### src/design/rgbmod_defs.vh
`ifndef RGBMOD_DEFS_VH
`define RGBMOD_DEFS_VH

// register byte offsets
`define RGBMOD_ADDR_W 8
`define RGBMOD_OFS_CTRL 8'h00
`define RGBMOD_OFS_PERIOD 8'h04
`define RGBMOD_OFS_DUTY_R 8'h08
`define RGBMOD_OFS_DUTY_G 8'h0C
`define RGBMOD_OFS_DUTY_B 8'h10
`define RGBMOD_OFS_PDM_RATE 8'h14
`define RGBMOD_OFS_PDM_VAL 8'h18
`define RGBMOD_OFS_STATUS 8'h1C
`define RGBMOD_OFS_INT_EN 8'h20
`define RGBMOD_OFS_INT_CLR 8'h24
`define RGBMOD_OFS_TIMER 8'h28
`define RGBMOD_OFS_ACTIVE 8'h2C

// widths
`define RGBMOD_CNT_W 16
`define RGBMOD_COLOR_W 8
`define RGBMOD_ACC_W 16
`define RGBMOD_EVT_W 2
`define RGBMOD_CTRL_W 2
`define RGBMOD_VAL_W 24

// control fields
`define RGBMOD_CTRL_EN 0
`define RGBMOD_CTRL_MODE 1

// event / status fields
`define RGBMOD_EVT_WRAP 0
`define RGBMOD_EVT_TICK 1

// color value fields in the pdm value register
`define RGBMOD_VAL_R 7:0
`define RGBMOD_VAL_G 15:8
`define RGBMOD_VAL_B 23:16

// carry position of the pdm accumulator (ninth bit)
`define RGBMOD_ACC_CARRY 8

// reset values
`define RGBMOD_RST_CNT 16'h0000
`define RGBMOD_RST_PERIOD 16'h00FF
`define RGBMOD_RST_RATE 16'h00FF
`define RGBMOD_RST_WORD 32'h00000000
`define RGBMOD_RST_CTRL 2'h0
`define RGBMOD_RST_VAL 24'h000000
`define RGBMOD_RST_EVT 2'h0
`define RGBMOD_CNT_ONE 16'h0001

`endif

### src/design/rgbmod_compare.v
`timescale 1ns/100ps
`default_nettype none
`include "rgbmod_defs.vh"

// one output compare unit on the shared period timer
module rgbmod_compare (
    input wire pclk,
    input wire presetn,
    input wire run,
    input wire wrap,
    input wire [`RGBMOD_CNT_W-1:0] timer_nxt,
    input wire [`RGBMOD_CNT_W-1:0] duty_buffer_reg,
    output reg [`RGBMOD_CNT_W-1:0] duty_active_reg,
    output reg compare_output_pin
);
    always @(posedge pclk or negedge presetn) begin
        if (!presetn) begin
            duty_active_reg <= `RGBMOD_RST_CNT;
            compare_output_pin <= 1'b0;
        end else if (!run) begin
            compare_output_pin <= 1'b0;
        end else if (wrap) begin
            // reload and go high, unless the new duty is zero
            duty_active_reg <= duty_buffer_reg;
            compare_output_pin <= (duty_buffer_reg != `RGBMOD_RST_CNT);
        end else if (timer_nxt == duty_active_reg) begin
            compare_output_pin <= 1'b0;
        end
    end
endmodule // rgbmod_compare

`default_nettype wire

### src/design/rgbmod_accum.v
`timescale 1ns/100ps
`default_nettype none
`include "rgbmod_defs.vh"

// one pdm accumulator with carry output
module rgbmod_accum (
    input wire pclk,
    input wire presetn,
    input wire run,
    input wire tick,
    input wire [`RGBMOD_COLOR_W-1:0] color,
    output reg carry_out
);
    reg [`RGBMOD_ACC_W-1:0] acc_ff;
    wire [`RGBMOD_ACC_W-1:0] sum;

    assign sum = acc_ff + {{(`RGBMOD_ACC_W-`RGBMOD_COLOR_W){1'b0}}, color};

    always @(posedge pclk or negedge presetn) begin
        if (!presetn) begin
            acc_ff <= `RGBMOD_RST_CNT;
            carry_out <= 1'b0;
        end else if (!run) begin
            acc_ff <= `RGBMOD_RST_CNT;
            carry_out <= 1'b0;
        end else if (tick) begin
            carry_out <= sum[`RGBMOD_ACC_CARRY];
            acc_ff <= {{(`RGBMOD_ACC_W-`RGBMOD_COLOR_W){1'b0}}, sum[`RGBMOD_COLOR_W-1:0]};
        end
    end
endmodule // rgbmod_accum

`default_nettype wire

### src/design/rgbmod_top.v
`timescale 1ns/100ps
`default_nettype none
`include "rgbmod_defs.vh"

module rgbmod_top (
    input wire pclk,
    input wire presetn,
    input wire psel,
    input wire penable,
    input wire pwrite,
    input wire [`RGBMOD_ADDR_W-1:0] paddr,
    input wire [31:0] pwdata,
    output reg [31:0] prdata,
    output reg pready,
    output reg pslverr,
    output reg irq,
    output reg red_drive,
    output reg green_drive,
    output reg blue_drive
);
    // software visible state
    reg [`RGBMOD_CTRL_W-1:0] ctrl_ff;
    reg [`RGBMOD_CNT_W-1:0] period_limit_reg;
    reg [`RGBMOD_CNT_W-1:0] duty_buf_r_ff;
    reg [`RGBMOD_CNT_W-1:0] duty_buf_g_ff;
    reg [`RGBMOD_CNT_W-1:0] duty_buf_b_ff;
    reg [`RGBMOD_CNT_W-1:0] pdm_rate_ff;
    reg [`RGBMOD_VAL_W-1:0] pdm_val_ff;
    reg [`RGBMOD_EVT_W-1:0] status_ff;
    reg [`RGBMOD_EVT_W-1:0] int_en_ff;

    // timers
    reg [`RGBMOD_CNT_W-1:0] timer_ff;
    reg [`RGBMOD_CNT_W-1:0] nxt_timer;
    reg [`RGBMOD_CNT_W-1:0] tick_cnt_ff;
    reg [`RGBMOD_CNT_W-1:0] nxt_tick_cnt;
    reg wrap;
    reg tick;

    // bus decode
    wire setup_ph;
    wire wr_en;
    reg addr_ok;
    reg [31:0] nxt_prdata;

    wire run;
    wire pwm_run;
    wire pdm_run;
    wire [`RGBMOD_CNT_W-1:0] active_r;
    wire [`RGBMOD_CNT_W-1:0] active_g;
    wire [`RGBMOD_CNT_W-1:0] active_b;
    wire pwm_r;
    wire pwm_g;
    wire pwm_b;
    wire pdm_r;
    wire pdm_g;
    wire pdm_b;
    wire [`RGBMOD_EVT_W-1:0] evt;
    wire [`RGBMOD_EVT_W-1:0] clr;
    wire [`RGBMOD_EVT_W-1:0] period_wrap_flag;
    wire clr_hit;
    reg nxt_red;
    reg nxt_green;
    reg nxt_blue;

    assign setup_ph = psel & ~penable;
    assign wr_en = psel & penable & pready & pwrite & addr_ok;
    assign run = ctrl_ff[`RGBMOD_CTRL_EN];
    assign pwm_run = run & ~ctrl_ff[`RGBMOD_CTRL_MODE];
    assign pdm_run = run & ctrl_ff[`RGBMOD_CTRL_MODE];

    // address decode
    always @* begin
        case (paddr)
            `RGBMOD_OFS_CTRL,
            `RGBMOD_OFS_PERIOD,
            `RGBMOD_OFS_DUTY_R,
            `RGBMOD_OFS_DUTY_G,
            `RGBMOD_OFS_DUTY_B,
            `RGBMOD_OFS_PDM_RATE,
            `RGBMOD_OFS_PDM_VAL,
            `RGBMOD_OFS_STATUS,
            `RGBMOD_OFS_INT_EN,
            `RGBMOD_OFS_INT_CLR,
            `RGBMOD_OFS_TIMER,
            `RGBMOD_OFS_ACTIVE: addr_ok = 1'b1;
            default: addr_ok = 1'b0;
        endcase
    end

    // read mux
    always @* begin
        nxt_prdata = `RGBMOD_RST_WORD;
        case (paddr)
            `RGBMOD_OFS_CTRL: nxt_prdata[`RGBMOD_CTRL_W-1:0] = ctrl_ff;
            `RGBMOD_OFS_PERIOD: nxt_prdata[`RGBMOD_CNT_W-1:0] = period_limit_reg;
            `RGBMOD_OFS_DUTY_R: nxt_prdata[`RGBMOD_CNT_W-1:0] = duty_buf_r_ff;
            `RGBMOD_OFS_DUTY_G: nxt_prdata[`RGBMOD_CNT_W-1:0] = duty_buf_g_ff;
            `RGBMOD_OFS_DUTY_B: nxt_prdata[`RGBMOD_CNT_W-1:0] = duty_buf_b_ff;
            `RGBMOD_OFS_PDM_RATE: nxt_prdata[`RGBMOD_CNT_W-1:0] = pdm_rate_ff;
            `RGBMOD_OFS_PDM_VAL: nxt_prdata[`RGBMOD_VAL_W-1:0] = pdm_val_ff;
            `RGBMOD_OFS_STATUS: nxt_prdata[`RGBMOD_EVT_W-1:0] = status_ff;
            `RGBMOD_OFS_INT_EN: nxt_prdata[`RGBMOD_EVT_W-1:0] = int_en_ff;
            `RGBMOD_OFS_TIMER: nxt_prdata[`RGBMOD_CNT_W-1:0] = timer_ff;
            `RGBMOD_OFS_ACTIVE: nxt_prdata[`RGBMOD_CNT_W-1:0] = active_r;
            default: nxt_prdata = `RGBMOD_RST_WORD;
        endcase
    end

    // apb answer: one wait-free access phase
    always @(posedge pclk or negedge presetn) begin
        if (!presetn) begin
            pready <= 1'b0;
            pslverr <= 1'b0;
            prdata <= `RGBMOD_RST_WORD;
        end else begin
            pready <= setup_ph;
            pslverr <= setup_ph & ~addr_ok;
            if (setup_ph && !pwrite) begin
                prdata <= nxt_prdata;
            end else if (setup_ph) begin
                prdata <= `RGBMOD_RST_WORD;
            end
        end
    end

    // register writes
    always @(posedge pclk or negedge presetn) begin
        if (!presetn) begin
            ctrl_ff <= `RGBMOD_RST_CTRL;
            period_limit_reg <= `RGBMOD_RST_PERIOD;
            duty_buf_r_ff <= `RGBMOD_RST_CNT;
            duty_buf_g_ff <= `RGBMOD_RST_CNT;
            duty_buf_b_ff <= `RGBMOD_RST_CNT;
            pdm_rate_ff <= `RGBMOD_RST_RATE;
            pdm_val_ff <= `RGBMOD_RST_VAL;
            int_en_ff <= `RGBMOD_RST_EVT;
        end else if (wr_en) begin
            case (paddr)
                `RGBMOD_OFS_CTRL: ctrl_ff <= pwdata[`RGBMOD_CTRL_W-1:0];
                `RGBMOD_OFS_PERIOD: period_limit_reg <= pwdata[`RGBMOD_CNT_W-1:0];
                `RGBMOD_OFS_DUTY_R: duty_buf_r_ff <= pwdata[`RGBMOD_CNT_W-1:0];
                `RGBMOD_OFS_DUTY_G: duty_buf_g_ff <= pwdata[`RGBMOD_CNT_W-1:0];
                `RGBMOD_OFS_DUTY_B: duty_buf_b_ff <= pwdata[`RGBMOD_CNT_W-1:0];
                `RGBMOD_OFS_PDM_RATE: pdm_rate_ff <= pwdata[`RGBMOD_CNT_W-1:0];
                `RGBMOD_OFS_PDM_VAL: pdm_val_ff <= pwdata[`RGBMOD_VAL_W-1:0];
                `RGBMOD_OFS_INT_EN: int_en_ff <= pwdata[`RGBMOD_EVT_W-1:0];
                default: int_en_ff <= int_en_ff;
            endcase
        end
    end

    // shared period timer
    always @* begin
        wrap = pwm_run & (timer_ff >= period_limit_reg);
        if (!pwm_run || wrap) begin
            nxt_timer = `RGBMOD_RST_CNT;
        end else begin
            nxt_timer = timer_ff + `RGBMOD_CNT_ONE;
        end
    end

    // separate pdm tick timer
    always @* begin
        tick = pdm_run & (tick_cnt_ff >= pdm_rate_ff);
        if (!pdm_run || tick) begin
            nxt_tick_cnt = `RGBMOD_RST_CNT;
        end else begin
            nxt_tick_cnt = tick_cnt_ff + `RGBMOD_CNT_ONE;
        end
    end

    always @(posedge pclk or negedge presetn) begin
        if (!presetn) begin
            timer_ff <= `RGBMOD_RST_CNT;
            tick_cnt_ff <= `RGBMOD_RST_CNT;
        end else begin
            timer_ff <= nxt_timer;
            tick_cnt_ff <= nxt_tick_cnt;
        end
    end

    // three compare units on the one timer
    rgbmod_compare u_cmp_r (
        .pclk(pclk),
        .presetn(presetn),
        .run(pwm_run),
        .wrap(wrap),
        .timer_nxt(nxt_timer),
        .duty_buffer_reg(duty_buf_r_ff),
        .duty_active_reg(active_r),
        .compare_output_pin(pwm_r)
    );

    rgbmod_compare u_cmp_g (
        .pclk(pclk),
        .presetn(presetn),
        .run(pwm_run),
        .wrap(wrap),
        .timer_nxt(nxt_timer),
        .duty_buffer_reg(duty_buf_g_ff),
        .duty_active_reg(active_g),
        .compare_output_pin(pwm_g)
    );

    rgbmod_compare u_cmp_b (
        .pclk(pclk),
        .presetn(presetn),
        .run(pwm_run),
        .wrap(wrap),
        .timer_nxt(nxt_timer),
        .duty_buffer_reg(duty_buf_b_ff),
        .duty_active_reg(active_b),
        .compare_output_pin(pwm_b)
    );

    // three pdm accumulators
    rgbmod_accum u_acc_r (
        .pclk(pclk),
        .presetn(presetn),
        .run(pdm_run),
        .tick(tick),
        .color(pdm_val_ff[`RGBMOD_VAL_R]),
        .carry_out(pdm_r)
    );

    rgbmod_accum u_acc_g (
        .pclk(pclk),
        .presetn(presetn),
        .run(pdm_run),
        .tick(tick),
        .color(pdm_val_ff[`RGBMOD_VAL_G]),
        .carry_out(pdm_g)
    );

    rgbmod_accum u_acc_b (
        .pclk(pclk),
        .presetn(presetn),
        .run(pdm_run),
        .tick(tick),
        .color(pdm_val_ff[`RGBMOD_VAL_B]),
        .carry_out(pdm_b)
    );

    // sticky events, set wins over clear
    assign evt = {tick, wrap};
    assign clr_hit = wr_en & (paddr == `RGBMOD_OFS_INT_CLR);
    assign clr = clr_hit ? pwdata[`RGBMOD_EVT_W-1:0] : `RGBMOD_RST_EVT;
    assign period_wrap_flag = (status_ff & ~clr) | evt;

    always @(posedge pclk or negedge presetn) begin
        if (!presetn) begin
            status_ff <= `RGBMOD_RST_EVT;
            irq <= 1'b0;
        end else begin
            status_ff <= period_wrap_flag;
            irq <= |(period_wrap_flag & int_en_ff);
        end
    end

    // colour source select
    always @* begin
        if (ctrl_ff[`RGBMOD_CTRL_MODE]) begin
            nxt_red = pdm_r;
            nxt_green = pdm_g;
            nxt_blue = pdm_b;
        end else begin
            nxt_red = pwm_r;
            nxt_green = pwm_g;
            nxt_blue = pwm_b;
        end
    end

    // colour lines, one per component
    always @(posedge pclk or negedge presetn) begin
        if (!presetn) begin
            red_drive <= 1'b0;
            green_drive <= 1'b0;
            blue_drive <= 1'b0;
        end else begin
            red_drive <= nxt_red;
            green_drive <= nxt_green;
            blue_drive <= nxt_blue;
        end
    end
endmodule // rgbmod_top

`default_nettype wire

### config.mk
export PLATFORM = sky130hd
export DESIGN_NAME = rgbmod_top
export DESIGN_NICKNAME = d
export VERILOG_FILES = /design/src/design/rgbmod_compare.v /design/src/design/rgbmod_accum.v /design/src/design/rgbmod_top.v
export VERILOG_INCLUDE_DIRS = /design/src /design/src/design
export SDC_FILE = /design/constraint.sdc
export NUM_CORES = 1
export LEC_CHECK = 0
export BUFFER_PORTS_ARGS = -buffer_cell sky130_fd_sc_hd__clkbuf_2
export CAP_MARGIN = 10
export CORE_UTILIZATION = 66
export CTS_CLUSTER_DIAMETER = 40
export DETAILED_ROUTE_END_ITERATION = 8
export PLACE_DENSITY = 0.86
export RECOVER_POWER = 50
export SLEW_MARGIN = 0
export SYNTH_ARGS = -nofsm -noshare
export SYNTH_HDL_FRONTEND = slang
export SYNTH_HIERARCHICAL = 1
export SYNTH_SLANG_ARGS = --single-unit
### constraint.sdc
create_clock -name pclk -period 7.2 [get_ports pclk]
set_input_delay 1.08 -clock pclk [delete_from_list [all_inputs] [get_ports pclk]]
set_output_delay 1.08 -clock pclk [all_outputs]
set_load 0.05 [all_outputs]
==> impl_metrics.prom <==
# TYPE chip_impl_metric gauge
chip_impl_info{name="biggestRegsByFlops",value="pdm_val_ff (24), prdata (24)"} 1
chip_impl_metric{name="worst_pin_slew",unit="ns"} 3.46
chip_impl_info{name="setup.worst_path.start_class",value="primary input"} 1
chip_impl_metric{name="buffer_ports.inserted",unit=""} 66
chip_impl_metric{name="floorplan.io_pins",unit=""} 83
chip_impl_metric{name="syn_area",unit="µm²"} 13600
chip_impl_metric{name="drt-vias-per-instance",unit=""} 6.61
chip_impl_metric{name="vdd_drop_max",unit="V"} 0.000183
chip_impl_metric{name="final.setup_skew",unit="ns"} 0.0170
chip_impl_info{name="worstSetupEndpoint",value="u_cmp_b/duty_active_reg[1]"} 1
chip_impl_metric{name="timing.critical_path.required",unit="ns"} 7.02
chip_impl_metric{name="detailedRoute.firstIterationViolations",unit=""} 967
chip_impl_metric{name="final_core_util",unit="%"} 75.3
chip_impl_info{name="top_reg_cell_synth",value="sky130_fd_sc_hd__dfrtp_1"} 1
chip_impl_metric{name="avgSynthCellArea",unit="µm²"} 11.2
chip_impl_metric{name="synthCells",unit=""} 1214
chip_impl_metric{name="critical_path_buf_inv_count",unit=""} 2
chip_impl_info{name="criticalPathCategory",value="in -> async"} 1
chip_impl_metric{name="p_int",unit="mW"} 2.53
chip_impl_metric{name="grt.total_usage",unit="%"} 38.0
chip_impl_metric{name="max_cap_violations",unit=""} 1
chip_impl_metric{name="leakagePower",unit="nW"} 7.38
chip_impl_metric{name="worst_r2r_path_depth",unit=""} 12
chip_impl_metric{name="cts.repair_timing.setup_buffer_count",unit=""} 0
chip_impl_metric{name="post_synth_edffs",unit=""} 0
chip_impl_info{name="path_delay_family",value="buffers and inverters"} 1
chip_impl_metric{name="max_slew_margin",unit="%"} -130
chip_impl_info{name="violations",value="max-capacitance violations, max-slew violations"} 1
chip_impl_metric{name="yosysWarnings",unit=""} 6
chip_impl_metric{name="final-hold-violation-count",unit=""} 0
chip_impl_metric{name="path_clk_slew",unit="ns"} 0.06
chip_impl_metric{name="number_of_optimization_iterations_in_the_first_detailed_route_pass",unit=""} 6
chip_impl_metric{name="place.gp.congestion",unit=""} 1.03
chip_impl_metric{name="ratio_of_final_minimum_period_to_clock_period",unit="%"} 62.3
chip_impl_metric{name="cp.arrival",unit="ns"} 4.31
chip_impl_metric{name="cts_buffer_depth",unit=""} 3
chip_impl_metric{name="placement_rows",unit=""} 52
chip_impl_metric{name="layout-drive-gt1-share",unit="%"} 22.8
chip_impl_info{name="synth_largest_area_cell",value="sky130_fd_sc_hd__dfrtp_1"} 1
chip_impl_info{name="worst_r2r_startpoint",value="timer_ff[0]"} 1
chip_impl_metric{name="combinationalPowerShare",unit="%"} 3.1
chip_impl_metric{name="worst-path-stages",unit=""} 2
chip_impl_info{name="hold_path_class",value="reg -> reg"} 1
chip_impl_metric{name="power.clock.fraction",unit="%"} 53.9
chip_impl_metric{name="netlist.area_leader.share",unit="%"} 43.0
chip_impl_metric{name="die-height",unit="µm"} 146
chip_impl_metric{name="route.detailed.drc",unit=""} 0
chip_impl_metric{name="grt_remaining_overflow",unit=""} 0
chip_impl_info{name="crit_path_start",value="presetn"} 1
chip_impl_metric{name="seq_power_share",unit="%"} 43.0
chip_impl_metric{name="setup.reg_to_reg.worst_slack",unit="ns"} 3.08
chip_impl_info{name="crit-reg2reg-capture",value="u_cmp_b/compare_output_pin"} 1
chip_impl_metric{name="holdBufCountCts",unit=""} 0
chip_impl_info{name="synthMostInstantiatedCell",value="sky130_fd_sc_hd__dfrtp_1"} 1
chip_impl_metric{name="drv_slew",unit=""} 139
chip_impl_info{name="tritoncts",value="done"} 1
chip_impl_info{name="worstPathCellList",value="buf_8 > clkbuf_2"} 1
chip_impl_metric{name="ys_seq_elements",unit=""} 250
chip_impl_metric{name="avgRoutedWirePerCell",unit="µm"} 24.9
chip_impl_metric{name="switching_share",unit="%"} 22.8
chip_impl_metric{name="ys_types",unit=""} 75
chip_impl_metric{name="finalSetupTns",unit="ns"} 0
chip_impl_metric{name="cts-buffers-inserted",unit=""} 36
chip_impl_metric{name="grt_max_degree",unit=""} 139
chip_impl_metric{name="p_switching",unit="mW"} 0.748
chip_impl_metric{name="max_freq",unit="MHz"} 223
chip_impl_info{name="cts_root_buffer",value="sky130_fd_sc_hd__clkbuf_16"} 1
chip_impl_metric{name="grt_antenna_before_repair",unit=""} 0
chip_impl_metric{name="place_hpwl",unit="mm"} 26.9
chip_impl_metric{name="hold_depth",unit=""} 1
chip_impl_metric{name="cts_resized",unit=""} 0
chip_impl_metric{name="flow.area_growth_from_synthesis",unit="%"} 11.8
chip_impl_metric{name="h-tree-depth",unit=""} 2
chip_impl_info{name="cp-end-kind",value="asynchronous set/reset pin"} 1
chip_impl_info{name="rsz0062_at_grt",value="false"} 1
chip_impl_metric{name="finalSetupViolations",unit=""} 0
chip_impl_metric{name="antenna-diode-count",unit=""} 0
chip_impl_metric{name="core",unit="µm²"} 20200
chip_impl_metric{name="ys_seq_area_share",unit="%"} 46.1
chip_impl_metric{name="worst_hold_slack",unit="ns"} 0.481
chip_impl_metric{name="grt_pass1_vias",unit=""} 10500
chip_impl_metric{name="floorplan.die_area",unit="µm²"} 21200
chip_impl_metric{name="start_util",unit="%"} 67.3
chip_impl_info{name="synth.area.top_cells",value="sky130_fd_sc_hd__dfrtp_1 (43%), sky130_fd_sc_hd__mux2_4 (6.3%), sky130_fd_sc_hd__mux2_2 (6.1%)"} 1
chip_impl_metric{name="detail_route.wirelength",unit="mm"} 39.2
chip_impl_info{name="synth_top_cells_by_count",value="sky130_fd_sc_hd__dfrtp_1 (234), sky130_fd_sc_hd__nand2_1 (105), sky130_fd_sc_hd__mux2_2 (74), sky130_fd_sc_hd__xnor2_1 (67), sky130_fd_sc_hd__o21ai_0 (64)"} 1
chip_impl_metric{name="die_width",unit="µm"} 146
chip_impl_metric{name="layout.nets",unit=""} 1382
chip_impl_metric{name="vias",unit=""} 10400
chip_impl_metric{name="first_pass_grt_wire_length",unit="mm"} 61.4
chip_impl_metric{name="power_density_over_the_cells",unit="nW/µm²"} 215
chip_impl_metric{name="postRouteAntennaNets",unit=""} 0
chip_impl_info{name="run_status",value="complete, but fails checks"} 1
chip_impl_metric{name="layout.filler_cells",unit=""} 1317
chip_impl_metric{name="synth-async-reset-ratio",unit="%"} 100
chip_impl_metric{name="cts_num_sinks",unit=""} 250
chip_impl_metric{name="fin_crit",unit="ns"} 4.48
chip_impl_info{name="slowest_stage",value="sky130_fd_sc_hd__clkbuf_2"} 1
chip_impl_metric{name="clkLatencyLatePin",unit="ns"} 0.51
chip_impl_metric{name="path_max_fanout",unit=""} 138
chip_impl_metric{name="cp_slowest_stage_delay",unit="ns"} 2.43
[power groups by stage]
stage / sequential (mW) / clock [mW] / combinational [mW]
after detailed placement: 1.43 / 0 / 0.102
after global routing: 1.41 / 1.85 / 0.109
after CTS: 1.41 / 1.78 / 0.103
after floorplan: 1.43 / 0 / 0.0410
after global placement: 1.43 / 0 / 0.100
final: 1.41 / 1.77 / 0.102
[final cells by class]
type	count	area, µm²	area share (%)
Clock inverter	18	210	1.38
Sequential cell	250	6280	41.2
Tap cell	270	338	2.22
Clock buffer	46	1000	6.57
Multi-Input combinational cell	875	6880	45.2
Timing Repair Buffer	74	380	2.50
Inverter	39	146	0.961
[cells in the final DEF (no fill, tap or decap), drive strengths merged, types with 17 or more instances in the layout]
| cell type | count |
|---|---|
| mux2 | 131 |
| xnor2 | 67 |
| nand3 | 24 |
| nand2 | 109 |
| a22oi | 20 |
| xor2 | 21 |
| o21ai | 79 |
| nor2 | 65 |
| nor2b | 19 |
| ha | 58 |
| nor4 | 17 |
| dfrtp | 234 |
| a21oi | 44 |
| clkbuf | 113 |
| nand4 | 18 |
| mux2i | 24 |
| inv | 46 |
[routing by layer]
metal | vias up | wire (µm) | global-route usage [%]
met5 | - | 0 | 0
met1 | 5130 | 15200 | 49.4
met4 | 0 | 2190 | 18.9
met3 | 160 | 3500 | 7.55
met2 | 580 | 18300 | 61.0
li1 | 4526 | - | -
[worst min path at each step]
stage	from	end	slack [ns]
2_1_floorplan	tick_cnt_ff[0]	tick_cnt_ff[0]	0.45
3_3_place_gp	prdata[15]	prdata[15]	0.46
3_5_place_dp	prdata[14]	prdata[14]	0.47
4_1_cts	prdata[14]	prdata[14]	0.48
5_1_grt	prdata[14]	prdata[14]	0.51
6_report	prdata[14]	prdata[14]	0.48
[cells by family after synthesis]
logic type | share of synthesized area [%]
simple gates | 11.9
mux | 14.2
flops | 46.1
buf+inv | 3.86
xor+xnor | 5.66
other cells | 0.0275
compound gates | 12.5
fa+ha+maj | 5.77
[metrics by stage]
step | cells | cell area (µm²) | worst slack [ns] | power [mW]
floorplan | 1221 | 13600 | 4.21 | 1.48
global placement | 1508 | 14000 | 3.26 | 1.53
detailed placement | 1508 | 14000 | 3.24 | 1.53
CTS | 1572 | 15300 | 3.27 | 3.29
global route | 1572 | 15200 | 2.04 | 3.36
finish | 1572 | 15200 | 2.72 | 3.28
Power figures use the tool's default switching activity.
